[config.mk]
export PLATFORM = sky130hd
export DESIGN_NAME = scc_top
export DESIGN_NICKNAME = d
export VERILOG_FILES = /design/src/scc_pkg.sv /design/src/scc_clkdiv.sv /design/src/scc_top.sv
export VERILOG_INCLUDE_DIRS = /design/src
export SDC_FILE = /design/constraint.sdc
export NUM_CORES = 1
export LEC_CHECK = 0
export ABC_AREA = 1
export BUFFER_PORTS_ARGS = -buffer_cell sky130_fd_sc_hd__buf_2
export CAP_MARGIN = 20
export CORE_AREA = 2 2 88 90
export DETAILED_ROUTE_END_ITERATION = 10
export DIE_AREA = 0 0 90 92
export PLACE_DENSITY = 0.55
export SETUP_SLACK_MARGIN = 0.05
export SYNTH_ARGS = -nofsm -noshare
export SYNTH_HDL_FRONTEND = slang
export SYNTH_SLANG_ARGS = --single-unit
[constraint.sdc]
create_clock -name CLK_SYS -period 3.6 [get_ports CLK_SYS]
set_input_delay 0.72 -clock CLK_SYS [delete_from_list [all_inputs] [get_ports CLK_SYS]]
set_output_delay 0.72 -clock CLK_SYS [all_outputs]
set_load 0.05 [all_outputs]
[src/scc_map.svh]
// named constants for the card clock and fault shutdown block
`ifndef SCC_MAP_SVH
`define SCC_MAP_SVH

`define SCC_CLK_MHZ      125
`define SCC_OVL_US       100
`define SCC_STEP_US      10
`define SCC_DEACT_MAX_US 100
`define SCC_PUMP_KHZ     2500
`define SCC_DIV_W        3

`define SCC_PIN_W        6
`define SCC_PIN_OSC      0
`define SCC_PIN_SEL_A    1
`define SCC_PIN_SEL_B    2
`define SCC_PIN_SUPPLY   3
`define SCC_PIN_OVL      4
`define SCC_PIN_ACT      5

`endif

[src/scc_pkg.sv]
// types shared by the card clock and fault shutdown block
package scc_pkg;

  // encoding is {select_a, select_b} as seen on the pins
  typedef enum logic [1:0] {
    SCC_DIV8 = 2'h0,
    SCC_DIV4 = 2'h1,
    SCC_DIV1 = 2'h2,
    SCC_DIV2 = 2'h3
  } scc_div_t;

  typedef enum logic [2:0] {
    SCC_IDLE    = 3'h0,
    SCC_ACTIVE  = 3'h1,
    SCC_D_RST   = 3'h2,
    SCC_D_CLK   = 3'h3,
    SCC_D_DATA  = 3'h4,
    SCC_D_VCC   = 3'h5,
    SCC_D_BOOST = 3'h6
  } scc_state_t;

  typedef struct packed {
    logic boost_en;
    logic vcc_en;
    logic data_en;
    logic clk_run;
    logic rst;
  } scc_card_t;

endpackage : scc_pkg

[src/scc_clkdiv.sv]
// card clock divider with glitch-free ratio and run changes
`timescale 1ns/1ps
`default_nettype none
`include "scc_map.svh"

module scc_clkdiv
  import scc_pkg::*;
#(
  parameter int CNT_W = `SCC_DIV_W
) (
  input  wire logic     clk,
  input  wire logic     rstn,
  input  wire logic     ce,
  input  wire logic     osc,
  input  wire scc_div_t sel,
  input  wire logic     run,
  output logic          card_clk
);

  if (CNT_W != `SCC_DIV_W) begin : g_bad_width
    $error("scc_clkdiv: counter must be 3 bits for divide by 8");
  end

  logic             osc_q;
  logic [CNT_W-1:0] cnt;
  scc_div_t         sel_q;
  logic             run_q;
  logic             src;
  logic             rise;
  logic             fall;
  logic             boundary;

  assign rise     = osc & ~osc_q;
  assign fall     = ~osc & osc_q;
  // every divided clock and the oscillator are low here
  assign boundary = fall && (cnt == '0); // [RL11]

  always_ff @(posedge clk) begin
    if (!rstn) begin
      osc_q <= 1'b0;
    end else if (ce) begin
      osc_q <= osc;
    end
  end

  always_ff @(posedge clk) begin
    if (!rstn) begin
      cnt <= '0;
    end else if (ce && rise) begin
      cnt <= cnt + 1'b1;
    end
  end

  // ratio and run take effect only at the common low point
  always_ff @(posedge clk) begin
    if (!rstn) begin
      sel_q <= SCC_DIV8;
      run_q <= 1'b0;
    end else if (ce && boundary) begin // [RL2] [RL11]
      sel_q <= sel;
      run_q <= run;
    end
  end

  // counter bits toggle on oscillator rises, so each divided
  // clock has equal high and low time
  always_comb begin
    case (sel_q)
      SCC_DIV8: src = cnt[2]; // [RL1] [RL3]
      SCC_DIV4: src = cnt[1]; // [RL1] [RL3]
      SCC_DIV2: src = cnt[0]; // [RL1] [RL3]
      SCC_DIV1: src = osc;    // [RL1] [RL4]
      default:  src = 1'b0;
    endcase
  end

  always_ff @(posedge clk) begin
    if (!rstn) begin
      card_clk <= 1'b0;
    end else if (ce) begin
      card_clk <= run_q & src;
    end
  end
endmodule : scc_clkdiv

`default_nettype wire

[src/scc_top.sv]
// card clock generation, supply hold-off and fault deactivation
//
// Behaviour
// [RL1] select pins choose divide by 8/4/2/1
// [RL2] ratio changes produce no short pulses
// [RL3] card clock high time within 45-55%
// [RL4] crystal or external clock on oscillator input
// [RL5] hold logic until supply ok; secure on drop
// [RL6] overload starts deactivation without host request
// [RL7] overload deactivation begins by 250 us
// [RL8] own 2.5 MHz converter clock
// [RL9] rst, clock, lines, vcc, boost off in order
// [RL10] any fault drives fault alert low; only a fault in the active state sets it here
// [RL11] new ratio applied where all clocks low
`timescale 1ns/1ps
`default_nettype none
`include "scc_map.svh"

module scc_top
  import scc_pkg::*;
#(
  parameter int OVL_CYC       = `SCC_OVL_US * `SCC_CLK_MHZ,
  parameter int DEACT_MAX_CYC = `SCC_DEACT_MAX_US * `SCC_CLK_MHZ
) (
  input  wire logic CLK_SYS,
  input  wire logic RSTN,
  input  wire logic CE,
  input  wire logic OSCILLATOR_INPUT,
  input  wire logic CLOCK_DIVIDE_SELECT_A,
  input  wire logic CLOCK_DIVIDE_SELECT_B,
  input  wire logic SUPPLY_OK,
  input  wire logic OVERLOAD,
  input  wire logic ACTIVATE,
  output logic      CARD_CLK,
  output logic      CARD_RST,
  output logic      LINES_LOW,
  output logic      CARD_SUPPLY_EN,
  output logic      BOOSTED_SUPPLY_EN,
  output logic      PUMP_CLK,
  output logic      FAULT_ALERT_N_O,
  output logic      FAULT_ALERT_N_OEN
);

  localparam int STEP_CYC  = `SCC_STEP_US * `SCC_CLK_MHZ;
  localparam int PUMP_HALF = (`SCC_CLK_MHZ * 1000) / (2 * `SCC_PUMP_KHZ);
  localparam int OVL_W     = $clog2(OVL_CYC + 1);
  localparam int STEP_W    = $clog2(STEP_CYC + 1);
  localparam int DEACT_W   = $clog2(DEACT_MAX_CYC + 1);
  localparam int PUMP_W    = $clog2(PUMP_HALF + 1);

  if (OVL_CYC < 1 || 5 * STEP_CYC > DEACT_MAX_CYC) begin : g_bad_timing
    $error("scc_top: overload filter or deactivation budget invalid");
  end

  logic [`SCC_PIN_W-1:0] pin_raw;
  logic [`SCC_PIN_W-1:0] pin_s1;
  logic [`SCC_PIN_W-1:0] pin_s2;
  logic                  supply_ok;
  logic                  ovl;
  logic                  act;
  logic                  ovl_trip;
  logic                  fault;
  logic                  step_done;
  logic                  alert_n;
  logic                  card_clk;
  logic [OVL_W-1:0]      ovl_cnt;
  logic [STEP_W-1:0]     step_cnt;
  logic [DEACT_W-1:0]    deact_cyc;
  logic [PUMP_W-1:0]     pump_cnt;
  scc_state_t            state;
  scc_state_t            next_state;
  scc_card_t             card;

  assign pin_raw[`SCC_PIN_OSC]    = OSCILLATOR_INPUT;
  assign pin_raw[`SCC_PIN_SEL_A]  = CLOCK_DIVIDE_SELECT_A;
  assign pin_raw[`SCC_PIN_SEL_B]  = CLOCK_DIVIDE_SELECT_B;
  assign pin_raw[`SCC_PIN_SUPPLY] = SUPPLY_OK;
  assign pin_raw[`SCC_PIN_OVL]    = OVERLOAD;
  assign pin_raw[`SCC_PIN_ACT]    = ACTIVATE;

  // every pin is asynchronous to the system clock
  for (genvar i = 0; i < `SCC_PIN_W; i++) begin : g_sync
    always_ff @(posedge CLK_SYS) begin
      if (!RSTN) begin
        pin_s1[i] <= 1'b0;
        pin_s2[i] <= 1'b0;
      end else if (CE) begin
        pin_s1[i] <= pin_raw[i];
        pin_s2[i] <= pin_s1[i];
      end
    end
  end

  assign supply_ok = pin_s2[`SCC_PIN_SUPPLY];
  assign ovl       = pin_s2[`SCC_PIN_OVL];
  assign act       = pin_s2[`SCC_PIN_ACT];

  // oscillator is sampled, so inputs above ~62 MHz (half the system clock) alias
  scc_clkdiv u_clkdiv (
    .clk      (CLK_SYS),
    .rstn     (RSTN),
    .ce       (CE),
    .osc      (pin_s2[`SCC_PIN_OSC]), // [RL4]
    .sel      (scc_div_t'({pin_s2[`SCC_PIN_SEL_A],
                           pin_s2[`SCC_PIN_SEL_B]})), // [RL1]
    .run      (card.clk_run),
    .card_clk (card_clk)
  );

  // short current spikes are filtered; only a lasting overload trips
  always_ff @(posedge CLK_SYS) begin
    if (!RSTN) begin
      ovl_cnt <= '0;
    end else if (CE) begin
      if (state == SCC_ACTIVE && ovl && !ovl_trip) begin
        ovl_cnt <= ovl_cnt + 1'b1; // [RL7]
      end else begin
        ovl_cnt <= '0;
      end
    end
  end

  assign ovl_trip  = ovl && (ovl_cnt == OVL_W'(OVL_CYC - 1)); // [RL7]
  assign fault     = ovl_trip || !supply_ok; // [RL5] [RL6]
  assign step_done = (step_cnt == STEP_W'(STEP_CYC - 1));

  always_ff @(posedge CLK_SYS) begin
    if (!RSTN) begin
      step_cnt <= '0;
    end else if (CE) begin
      if (next_state != state || state == SCC_IDLE ||
          state == SCC_ACTIVE) begin
        step_cnt <= '0;
      end else begin
        step_cnt <= step_cnt + 1'b1;
      end
    end
  end

  always_comb begin
    next_state = state;
    case (state)
      SCC_IDLE: begin
        if (supply_ok && act && alert_n) begin // [RL5]
          next_state = SCC_ACTIVE;
        end
      end
      SCC_ACTIVE: begin
        if (fault || !act) begin // [RL6] [RL10]
          next_state = SCC_D_RST;
        end
      end
      SCC_D_RST: begin
        if (step_done) begin // [RL9]
          next_state = SCC_D_CLK;
        end
      end
      SCC_D_CLK: begin
        if (step_done) begin // [RL9]
          next_state = SCC_D_DATA;
        end
      end
      SCC_D_DATA: begin
        if (step_done) begin // [RL9]
          next_state = SCC_D_VCC;
        end
      end
      SCC_D_VCC: begin
        if (step_done) begin // [RL9]
          next_state = SCC_D_BOOST;
        end
      end
      SCC_D_BOOST: begin
        if (step_done) begin
          next_state = SCC_IDLE;
        end
      end
      default: next_state = SCC_IDLE;
    endcase
  end

  always_ff @(posedge CLK_SYS) begin
    if (!RSTN) begin
      state <= SCC_IDLE;
    end else if (CE) begin
      state <= next_state;
    end
  end

  // card controls follow the state; all come on together, and one drops per deactivation step
  always_ff @(posedge CLK_SYS) begin
    if (!RSTN) begin
      card <= '0;
    end else if (CE) begin
      case (next_state)
        SCC_ACTIVE:  card <= 5'h1f;
        SCC_D_RST:   card <= 5'h1e; // [RL9]
        SCC_D_CLK:   card <= 5'h1c; // [RL9]
        SCC_D_DATA:  card <= 5'h18; // [RL9]
        SCC_D_VCC:   card <= 5'h10; // [RL9]
        default:     card <= 5'h00; // [RL9]
      endcase
    end
  end

  // alert holds until the host withdraws its request after shutdown;
  // a fault in the clearing cycle does not keep it set, as only the active state sets it
  always_ff @(posedge CLK_SYS) begin
    if (!RSTN) begin
      alert_n <= 1'b1;
    end else if (CE) begin
      if (state == SCC_ACTIVE && fault) begin
        alert_n <= 1'b0; // [RL10]
      end else if (state == SCC_IDLE && !act) begin
        alert_n <= 1'b1;
      end
    end
  end

  always_ff @(posedge CLK_SYS) begin
    if (!RSTN) begin
      deact_cyc <= '0;
    end else if (CE) begin
      if (state == SCC_IDLE || state == SCC_ACTIVE) begin
        deact_cyc <= '0;
      end else begin
        deact_cyc <= deact_cyc + 1'b1;
      end
    end
  end

  // runs from the system clock while boost is enabled, never from the card clock
  always_ff @(posedge CLK_SYS) begin
    if (!RSTN) begin
      pump_cnt <= '0;
      PUMP_CLK <= 1'b0;
    end else if (CE) begin
      if (!card.boost_en) begin
        pump_cnt <= '0;
        PUMP_CLK <= 1'b0;
      end else if (pump_cnt == PUMP_W'(PUMP_HALF - 1)) begin
        pump_cnt <= '0;
        PUMP_CLK <= ~PUMP_CLK; // [RL8]
      end else begin
        pump_cnt <= pump_cnt + 1'b1;
      end
    end
  end

  assign CARD_CLK          = card_clk;
  assign CARD_RST          = card.rst;
  assign LINES_LOW         = ~card.data_en;
  assign CARD_SUPPLY_EN    = card.vcc_en;
  assign BOOSTED_SUPPLY_EN = card.boost_en;
  assign FAULT_ALERT_N_O   = alert_n;
  assign FAULT_ALERT_N_OEN = alert_n;
endmodule : scc_top

`default_nettype wire

Word-level counts from Yosys, hierarchy flattened
Cells that the tools add are included.
{"block": "classes", "n_eq_ne": 19, "n_addsub": 4, "reduce_logical": 23, "n_mux": 18, "shifts": 0, "bitwise": 7, "magnitude_cmp": 0, "div": 0, "mul": 0}
{"cell": "$pmux W5 S5", "count": 1}
{"cell": "$mux W3", "count": 7}
{"cell": "$pmux W3 S7", "count": 1}
{"cell": "$eq A3 B3 Y1 const B", "count": 5}
{"cell": "$add A14 B1 Y14 const B", "count": 1}
{"cell": "$eq A14 B14 Y1 const B", "count": 1}
{"cell": "$mux W14", "count": 1}
{"cell": "$eq A3 B2 Y1 const B", "count": 4}
{"cell": "$add A11 B1 Y11 const B", "count": 1}
{"cell": "$eq A11 B11 Y1 const B", "count": 1}
{"cell": "$mux W11", "count": 1}
{"cell": "$logic_and A1 B1 Y1", "count": 10}
{"cell": "$mux W5", "count": 2}
{"cell": "$eq A3 B1 Y1 const B", "count": 2}
{"cell": "$logic_not A3 Y1", "count": 2}
{"cell": "$add A5 B1 Y5 const B", "count": 1}
{"cell": "$eq A5 B5 Y1 const B", "count": 1}
{"cell": "$eq A2 B2 Y1 const B", "count": 2}
{"cell": "$logic_or A1 B1 Y1", "count": 4}
{"cell": "$mux W1", "count": 4}
{"cell": "$not A1 Y1", "count": 4}
{"cell": "$pmux W1 S4", "count": 1}
{"cell": "$reduce_and A2 Y1", "count": 2}
{"cell": "$add A3 B1 Y3 const B", "count": 1}
{"cell": "7 further kinds", "count": 11}
{"block": "word_totals", "latchBits": 0, "mem_bits_ro": 0, "input_bits": 9, "ramBits": 0, "register_bits": 60, "n_memories": 0}

Depth between registers and ports, before layout
Gate-level depths: netlist of run 1.
{"block": "logic_depth", "word_depth": 10, "ltp_mapped": 15, "depth_no_buf": 15}

Cells and area by module
A second synthesis of run 1 with hierarchy kept.
{"block": "hier_totals", "hier_cells": 399, "hier_area_um2": 2935.3}
{"mod": "scc_top", "cells_each": 346, "area_each_um2": 2552.4, "seq_area_each_um2": 1041.0, "n_inst": 1}
{"mod": "scc_clkdiv", "cells_each": 53, "area_each_um2": 382.9, "seq_area_each_um2": 160.2, "n_inst": 1}

Least setup slack after synthesis of run 1
OpenSTA, ideal clock, no wires.
{"block": "synth_timing", "path_type": "input port to flip-flop", "start": "input CE", "end": "register step_cnt[9]", "slack_ns": 1.777, "n_path_buf": 1, "setup_ns": 0.116, "t_arrival_ns": 1.707, "path_stages": 8, "t_required_ns": 3.484, "path_cell_list": "buf_4 -> nand2_1 -> nor3_2 -> nand3_1 -> and3b_1 -> nand3_1 -> xor2_1 -> nor2_2"}
{"item": "from (decl)", "line": "scc_top.sv:27", "text": "input wire logic CE,"}
{"item": "to (signal assigned)", "line": "scc_top.sv:135", "text": "step_cnt <= step_cnt + 1'b1;"}
{"item": "to (decl)", "line": "scc_top.sv:67", "text": "logic [STEP_W-1:0] step_cnt;"}

==> key figures, run 1 <==
Yosys
  • Largest area contributor in the netlist: dfxtp_1
  • Synth warn: 0
  • Synth Cell Area: approximately 2800 um^2
  • Synth unique cells: 29
  • Sequential share of the synthesized area: 0.422
  • Mapped Cells: roughly 390
  • Mapped Avg Cell Area: approximately 7.4 um^2
  • Async SR Flop Fraction: 0
  • Syn_nets: approximately 400
  • Post-synth EDFFs: 0
  • Top_reg_cell synth: dfxtp_1
  • Synth top area share: 0.422
  • Top cells by area, synth: dfxtp_1, nand2_1, nor2_1
  • #FFs+latches synth: 60

Layout
  • Antenna cells: 0
  • Fin util: 0.427
  • Fraction of layout cells with a size suffix above 1: 0.152
  • Most common cell after layout, fill and taps aside: nand2_1
  • Post-route insts no fill: ~500
  • Most frequent cells in the layout: nand2_1, nor2_1, dfxtp_1
  • Final #Nets: 420
  • Area grow syn2layout: 11.8%

Setup path
  • Worst Path Max Fanout: 26
  • Setup crit end kind: register
  • Critical Path RT: slightly below 4000 ps
  • Arrival time worst endpoint: 2150 ps
  • Crit Path Category: in -> reg
  • Critical Path Start Type: primary input

Drt
  • Via density: roughly 4.6
  • Drt pass-1 iters: 4
  • DRT Wirelength: approximately 5.5 mm
  • DRC violations left: 0
  • DRT iter0 DRCs: 73
  • Via count: 2371
  • DR WL/cell: about 11 um
  • Final ANT Viol Nets: 0

Timing
  • Fin. Hold Viols: 0
  • Clock skew: roughly 11 ps
  • RSZ-0062 raised after global routing: false
  • Rel. slew slack: 0.728
  • Worst-Margin Slew: a little over 400 ps
  • Fmax: about 530 MHz
  • Setup-failing EPs final: 0
  • Fin crit share: 0.528
  • Setup_tns: 0 ps
  • Final Max Tran Viols: 0
  • Fin crit period: 1900 ps

Clocking
  • Worst skew pair latency: around 340 ps
  • Root buffer cell: clkbuf_8
  • Clk buf depth: 2
  • Postcts setup bufs: 0
  • CTS H-tree depth: 3
  • CTS sink cnt: 60
  • CTS tree: built
  • Post-CTS Resized: 0
  • CTS Buf Count: 9
  • Cts hold-fix bufs: 0
  • Clock slew at reported path FFs: ~60 ps

Placed design
  • Port bufs: 16
  • Final Wtd Congestion: ~0.81
  • HPWL Detailed: between 3 and 4 mm
  • Inst Count DP: between 400 and 500

Floorplanning
  • Num rows: 32
  • Die X: approximately 90 um
  • Initial core utilization: 0.382
  • Core Area: ~7400 um^2
  • Die ar.: 8280 um^2
  • Die Y-Extent: between 90 and 100 um
  • IO Count: 17

Job
  • Max-cap violations: 0

Global routing
  • Global-route wire length before repair: 9.65 mm
  • Initial antenna violation count: 0
  • Maximum number of pins on one net before global-route repair: 32
  • All-Layer GR Usage: 0.146
  • Total grt overflow: 0
  • Number of global-route vias before repair: about 2200

Min path
  • Worst hold path type: reg -> reg

Power and ir drop
  • Power density over cell area: approximately 430 nW/um^2
  • Leakage: about 0.0013 uW
  • Final Total Pwr: around 1400 uW
  • Peak VDD IR: between 0.2 and 0.3 mV

Status
  • Status: complete, no violations
worst paths after layout:
kind,startpoint,endpoint,slack (ps),cells after the start
worst min-delay path,CARD_RST,CARD_RST,470,2
worst max-delay path,RSTN,ovl_cnt[10],1700,5
worst min register to register,CARD_RST,CARD_RST,470,2
worst max register to register,step_cnt[0],step_cnt[10],1730,12
critical path, cell delays in order:
cell      delay [ps]
buf_2            340
clkinv_1         380
a21oi_1          350
inv_2            160
a211oi_1         190
kinds of logic after synthesis:
logic type               synth area share
XOR/XNOR                           0.0616
flip-flops                          0.422
AO/OA/AOI/OAI                       0.110
buffers and inverters              0.0712
adder cells (fa/ha/maj)            0.0308
AND/OR/NAND/NOR                     0.304
sequential cells by signal, summed over array words and instances (netlist names), 2 cells and up:
signal          flops
card                2
ovl_cnt            14
pin_s1              6
pin_s2              3
pump_cnt            5
state               3
step_cnt           11
u_clkdiv.cnt        3
u_clkdiv.sel_q      2
report_power, final:
group          switching [uW]  internal [uW]  total [uW]
clock network             269            249         518
registers                18.3            687         705
logic                    94.3           41.8         136
total                     382            978        1360
final cells by class:
type | count | area (um^2)
inverters | 39 | 146
clock buffers | 10 | 128
clock inverters | 6 | 41.3
flip-flops and latches | 60 | 1200
multi-input cells | 276 | 1440
repair buffers | 18 | 95.1
well taps | 102 | 128
fillers | 813 | 4270
cell usage after synthesis (all sizes together) (6+ instances only):
library cell / instances
nand4: 7
clkbuf: 6
xor2: 15
nor3: 6
ha: 7
nor2: 79
o21ai: 31
a21oi: 21
inv: 38
dfxtp: 60
nand3: 25
nand2: 68
per-stage QoR:
stage / worst slack (ps) / instance area [um^2] / hold WS [ps]
floorplan: 1780 / 2850 / 442
global placement: 1400 / 3010 / 456
CTS: 1700 / 3180 / 473
finish: 1700 / 3180 / 466
global route: 1490 / 3180 / 497
detailed placement: 1340 / 3010 / 459
metal layers:
metal | wire (um) | GRT usage
met1 | 2780 | 0.178
met2 | 2430 | 0.235
met3 | 173 | 0.0378
met4 | 128 | 0.0833
met5 | 0 | 0
Note: power is estimated with default switching activity, not from simulation.
==> inputs of run 2 (changes only) <==
--- a/config.mk
+++ b/config.mk
@@ -12,7 +12,7 @@
 export CORE_AREA = 2 2 88 90
 export DETAILED_ROUTE_END_ITERATION = 10
 export DIE_AREA = 0 0 90 92
-export PLACE_DENSITY = 0.55
+export PLACE_DENSITY = 0.57
 export SETUP_SLACK_MARGIN = 0.05
 export SYNTH_ARGS = -nofsm -noshare
 export SYNTH_HDL_FRONTEND = slang
==> constraint.sdc (replaced) <==
create_clock -name CLK_SYS -period 1.6 [get_ports CLK_SYS]
set_input_delay 0.32 -clock CLK_SYS [delete_from_list [all_inputs] [get_ports CLK_SYS]]
set_output_delay 0.32 -clock CLK_SYS [all_outputs]
set_load 0.05 [all_outputs]
==> key figures, run 2 (synthesized netlist as in run 1, its figures left out) <==
Floorplanning
  • Die ar.: 8280 um^2
  • IO Count: 17
  • Die X: 90 um
  • Core Area: roughly 7400 um^2
  • Initial core utilization: 0.382
  • Num rows: 32
  • Die Y-Extent: roughly 92 um

Timing
  • Setup-failing EPs final: 14
  • Final setup margin: -81.7 ps
  • RSZ-0062 raised after global routing: true
  • Worst-Margin Slew: ~350 ps
  • Rel. slew slack: 0.764
  • Final Max Tran Viols: 0
  • Fin crit share: 1.05
  • Fmax: between 500 and 600 MHz
  • Fin. Hold Viols: 0
  • Fin crit period: between 1500 and 2000 ps
  • Clock skew: 8.46 ps
  • Setup_tns: -904 ps

Drt
  • Drt pass-1 iters: 4
  • Via count: around 2500
  • Final ANT Viol Nets: 0
  • Via density: 4.68
  • DR WL/cell: 11.3 um
  • DRC violations left: 0
  • DRT iter0 DRCs: 84
  • DRT Wirelength: 6.08 mm

Layout
  • Max FFs per register: 14
  • Most common cell after layout, fill and taps aside: nand2_1
  • Post-route insts no fill: 540
  • Biggest regs: ovl_cnt: 14 flops, step_cnt: 11 flops, pin_s1: 6 flops
  • Antenna cells: 0
  • Final #Nets: between 400 and 500
  • Top reg by flops: ovl_cnt
  • Most frequent cells in the layout: nand2_1, nor2_1, dfxtp_1
  • Fraction of layout cells with a size suffix above 1: 0.292
  • Area grow syn2layout: 28.4%

Clocking
  • Root buffer cell: clkbuf_8
  • CTS sink cnt: 60
  • Worst skew pair latency: 330 ps
  • CTS Buf Count: 9
  • CTS tree: built
  • Clock slew at reported path FFs: about 60 ps
  • CTS H-tree depth: 3
  • Clk buf depth: 2

Job
  • Max-cap violations: 0

Global routing
  • Total grt overflow: 0
  • Number of global-route vias before repair: roughly 2400
  • Maximum number of pins on one net before global-route repair: 35
  • Global-route wire length before repair: 10.5 mm
  • Initial antenna violation count: 0
  • All-Layer GR Usage: 0.159

Placed design
  • Final Wtd Congestion: approximately 0.85
  • HPWL Detailed: 4.07 mm
  • Inst Count DP: roughly 520
  • Post-place setup slack: -132 ps
  • Port bufs: 16

Status
  • Failing checks: negative setup slack
  • Status: finished, violations left

Setup path
  • Critical Path Start Type: register
  • Crit Path Category: reg -> reg
  • Setup crit end kind: register
  • Worst Path Max Fanout: 11
  • Critical Path RT: between 1500 and 2000 ps
  • Arrival time worst endpoint: between 1500 and 2000 ps

Min path
  • Worst hold path type: in -> reg

Power and ir drop
  • Peak VDD IR: around 0.48 mV
  • Final Total Pwr: 3410 uW
  • Power density over cell area: around 930 nW/um^2
  • Leakage: 0.00144 uW
-- run 2: power by group --
part	leakage [uW]	internal [uW]	total [uW]	switching [uW]
Sequential	0.000493	1540	1590	41.1
Clock	0.000102	863	1440	579
Combinational	0.000845	142	384	241
Total	0.00144	2550	3410	862
-- run 2: per-layer routing --
metal,track usage,part of all wire,vias up
li1,-,-,1333
met1,0.191,0.47,1143
met2,0.261,0.47,40
met3,0.0468,0.041,9
met4,0.0731,0.018,0
met5,0,0,-
-- run 2: layout make-up --
type,instances,area (um^2)
clock buffer,10,128
fill,786,3790
sequential,60,1210
timing repair buffer,48,353
tap,102,128
inverter,39,149
multi-input combinational,276,1610
clock inverter,5,77.6
-- run 2: through the flow --
stage | hold slack, ps | cell area, um^2 | utilization
after detailed placement | 459 | 3210 | 0.431
final | 204 | 3650 | 0.491
after CTS | 185 | 3510 | 0.471
after global routing | 193 | 3650 | 0.491
after floorplan | 442 | 2850 | -
after global placement | 455 | 3210 | 0.431
-- run 2: critical path, stage by stage (launching register included) --
cell and delay [ps]:
dfxtp_2 320, inv_2 70, ha_4 130, nand2_2 70, nor2_4 140, nand3_4 100, nand2_1 80, nand2_1 60
nand2_2 110, o21ai_1 80, nand3b_1 80, nand2_1 60, nand2_2 90, buf_12 140, nor2_2 40
-- run 2: final timing paths --
| kind | from | to | slack (ps) | cells after the start |
|---|---|---|---|---|
| setup reg to reg | step_cnt[1] | step_cnt[0] | -80 | 14 |
| setup / recovery | step_cnt[1] | step_cnt[0] | -80 | 14 |
| hold reg to reg | CARD_RST | CARD_RST | 460 | 2 |
| hold / removal | OSCILLATOR_INPUT | pin_s1[0] | 200 | 3 |
-- run 2: repair_timing --
| item | in CTS | in global routing |
|---|---|---|
| gates resized for setup | 26 | 31 |
| cloned | 0 | 0 |
| setup endpoints to repair | 22 | 31 |
| hold buffers | 0 | 0 |
| pin swaps | 12 | 6 |
| buffers inserted | 2 | 4 |
==> inputs of run 3 (changes only) <==
--- a/config.mk
+++ b/config.mk
@@ -12,7 +12,7 @@
 export CORE_AREA = 2 2 88 90
 export DETAILED_ROUTE_END_ITERATION = 10
 export DIE_AREA = 0 0 90 92
-export PLACE_DENSITY = 0.57
+export PLACE_DENSITY = 0.55
 export SETUP_SLACK_MARGIN = 0.05
 export SYNTH_ARGS = -nofsm -noshare
 export SYNTH_HDL_FRONTEND = slang
==> constraint.sdc (replaced) <==
create_clock -name CLK_SYS -period 2.05 [get_ports CLK_SYS]
set_input_delay 0.41 -clock CLK_SYS [delete_from_list [all_inputs] [get_ports CLK_SYS]]
set_output_delay 0.41 -clock CLK_SYS [all_outputs]
set_load 0.05 [all_outputs]
==> key figures, run 3 (synthesized netlist as in run 1, its figures left out) <==
Status
  • Status: complete, no violations

Placed design
  • Placed cell area: between 3000 and 4000 um^2
  • Final Wtd Congestion: ~0.9
  • HPWL Detailed: slightly below 4 mm
  • Port bufs: 16

Timing
  • Clock skew: 8.56 ps
  • Setup_tns: 0 ps
  • Setup-failing EPs final: 0
  • Fin. Hold Viols: 0
  • Fmax: ~550 MHz
  • Fin crit period: 1820 ps
  • RSZ-0062 raised after global routing: false
  • Fin crit share: 0.887
  • Final Max Tran Viols: 0
  • Rel. slew slack: 0.798
  • Worst-Margin Slew: around 300 ps

Clocking
  • Root buffer cell: clkbuf_8
  • CTS tree: built
  • Clk buf depth: 2
  • Worst skew pair latency: 330 ps
  • CTS Buf Count: 9
  • CTS H-tree depth: 3
  • CTS sink cnt: 60
  • Clock slew at reported path FFs: 70 ps

Min path
  • Min-delay src: SUPPLY_OK
  • Hold EP: pin_s1[3]
  • Worst Hold Depth: 3
  • Worst hold path type: in -> reg

Setup path
  • Worst Path Max Fanout: 4
  • R2R Setup Slk: roughly 230 ps
  • Critical Path RT: 2280 ps
  • Slowest library cell on the worst path: dfxtp_1
  • Critical R2R Capture: BOOSTED_SUPPLY_EN
  • Setup crit end kind: register
  • Critical Path Start Type: register
  • Critical R2R Launch: step_cnt[0]
  • Critical Path Max Stage Delay: roughly 400 ps
  • CP Buf/Inv Count: 2
  • Crit path cell chain: ha_1 > nand2_1 > nor2_1 > nand3_2 > o21ai_0 > inv_1 > nor2_2 > nor2_1 > nand2_1 > nand3_1 > nand2_1 > inv_1
  • Arrival time worst endpoint: between 2000 and 2500 ps
  • Worst r2r path cells: 12
  • Crit Path Category: reg -> reg
  • CP top delay family: simple AND/OR/NAND/NOR gates
  • Worst path most repeated cell: nand2_1

Floorplanning
  • IO Count: 17
  • Die ar.: 8280 um^2
  • Core Area: 7450 um^2
  • Die Y-Extent: around 92 um
  • Die X: 90 um
  • Initial core utilization: 0.382
  • Num rows: 32

Global routing
  • Total grt overflow: 0
  • Number of global-route vias before repair: 2222
  • Maximum number of pins on one net before global-route repair: 26
  • Initial antenna violation count: 0
  • Global-route wire length before repair: just under 10 mm
  • All-Layer GR Usage: 0.146

Drt
  • Via density: ~4.6
  • Drt pass-1 iters: 4
  • Via count: 2360
  • Final ANT Viol Nets: 0
  • DRC violations left: 0
  • DR WL/cell: around 11 um
  • DRT iter0 DRCs: roughly 120
  • DRT Wirelength: between 5 and 6 mm

Power and ir drop
  • Pint: ~2200 uW
  • Clock network power share: 0.471
  • Psw: ~650 uW
  • Reg power frac: 0.440
  • Combinational Power Share: 0.089
  • Leakage: around 0.0013 uW
  • Peak VDD IR: around 0.43 mV
  • Switching power as a share of total power: 0.233
  • Power density over cell area: 852 nW/um^2

Layout
  • Most common cell after layout, fill and taps aside: nand2_1
  • Most frequent cells in the layout: nand2_1, nor2_1, dfxtp_1
  • Design Area, Final: around 3300 um^2
  • Final #Nets: roughly 420
  • Top reg by flops: ovl_cnt
  • Biggest regs: ovl_cnt: 14 flops, step_cnt: 11 flops, pin_s1: 6 flops
  • Fin util: 0.444
  • Fraction of layout cells with a size suffix above 1: 0.167
  • Area grow syn2layout: 16.1%
  • Max FFs per register: 14
  • Fill count: between 800 and 900
  • Antenna cells: 0

Job
  • Max-cap violations: 0
[run 3: cell types whose count changed in the layout (fill, tap and decap cells not counted), moves of 3 or more]
cell,before,now
buf_4,28,6
dfxtp_1,52,60
dfxtp_2,7,0
nand2_2,10,3
nor2_4,8,1
nand2_1,58,64
nor2_1,56,62
o21ai_0,24,30
o21ai_2,4,0
a21oi_1,18,21
[run 3: layout make-up]
cell class                 count  area, um^2  share of cell area
clock buffer                  12         155              0.0470
clock inverter                 4        95.1              0.0288
tap                          102         128              0.0386
multi-input combinational    276        1450               0.440
sequential                    60        1200               0.363
timing repair buffer          22         125              0.0379
inverter                      39         146              0.0443
[run 3: metrics by stage]
stage                     hold slack [ps]  cells  worst slack, ps  power [uW]
after floorplan                       442    386              457        1450
after CTS                             282    515              192        2850
after global routing                  285    515             67.5        2930
after detailed placement              456    499              210        1510
final                                 298    515              231        2810
after global placement                457    499              257        1510
[run 3: per-layer routing]
| metal | share of wire | GRT usage |
|---|---|---|
| met1 | 0.51 | 0.187 |
| met2 | 0.44 | 0.227 |
| met3 | 0.025 | 0.0296 |
| met4 | 0.019 | 0.0897 |
| met5 | 0 | 0 |
[run 3: worst reg2reg max path, stage by stage (launching register included)]
cell	delay, ps
dfxtp_1	400
ha_1	190
nand2_1	60
nor2_1	160
nand3_2	120
o21ai_0	200
inv_1	70
nor2_2	170
nor2_1	90
nand2_1	100
nand3_1	70
nand2_1	60
inv_1	30
[run 3: power groups by stage]
| stage | Clock, uW | Combinational [uW] | Sequential, uW |
|---|---|---|---|
| final | 1330 | 250 | 1240 |
| after global routing | 1400 | 285 | 1240 |
| after CTS | 1360 | 251 | 1240 |
| after detailed placement | 0 | 249 | 1260 |
| after global placement | 0 | 247 | 1260 |
| after floorplan | 0 | 168 | 1280 |
[run 3: how the worst max path moves through the flow]
stage,start,endpoint,slack (ps),depth (start not counted)
after detailed placement,step_cnt[0],step_cnt[10],210,12
final,step_cnt[0],BOOSTED_SUPPLY_EN,230,12
after global placement,ovl_cnt[1],step_cnt[10],260,13
after global routing,step_cnt[0],CARD_SUPPLY_EN,70,11
after floorplan,step_cnt[0],step_cnt[1],460,13
after CTS,step_cnt[0],step_cnt[10],190,12
[run 3: repair_timing]
action / in CTS / in global routing
setup buffers: 0 / 0
gates resized for setup: 0 / 4
hold endpoints to repair: 0 / 0
setup endpoints to repair: 0 / 13
hold buffers: 0 / 0
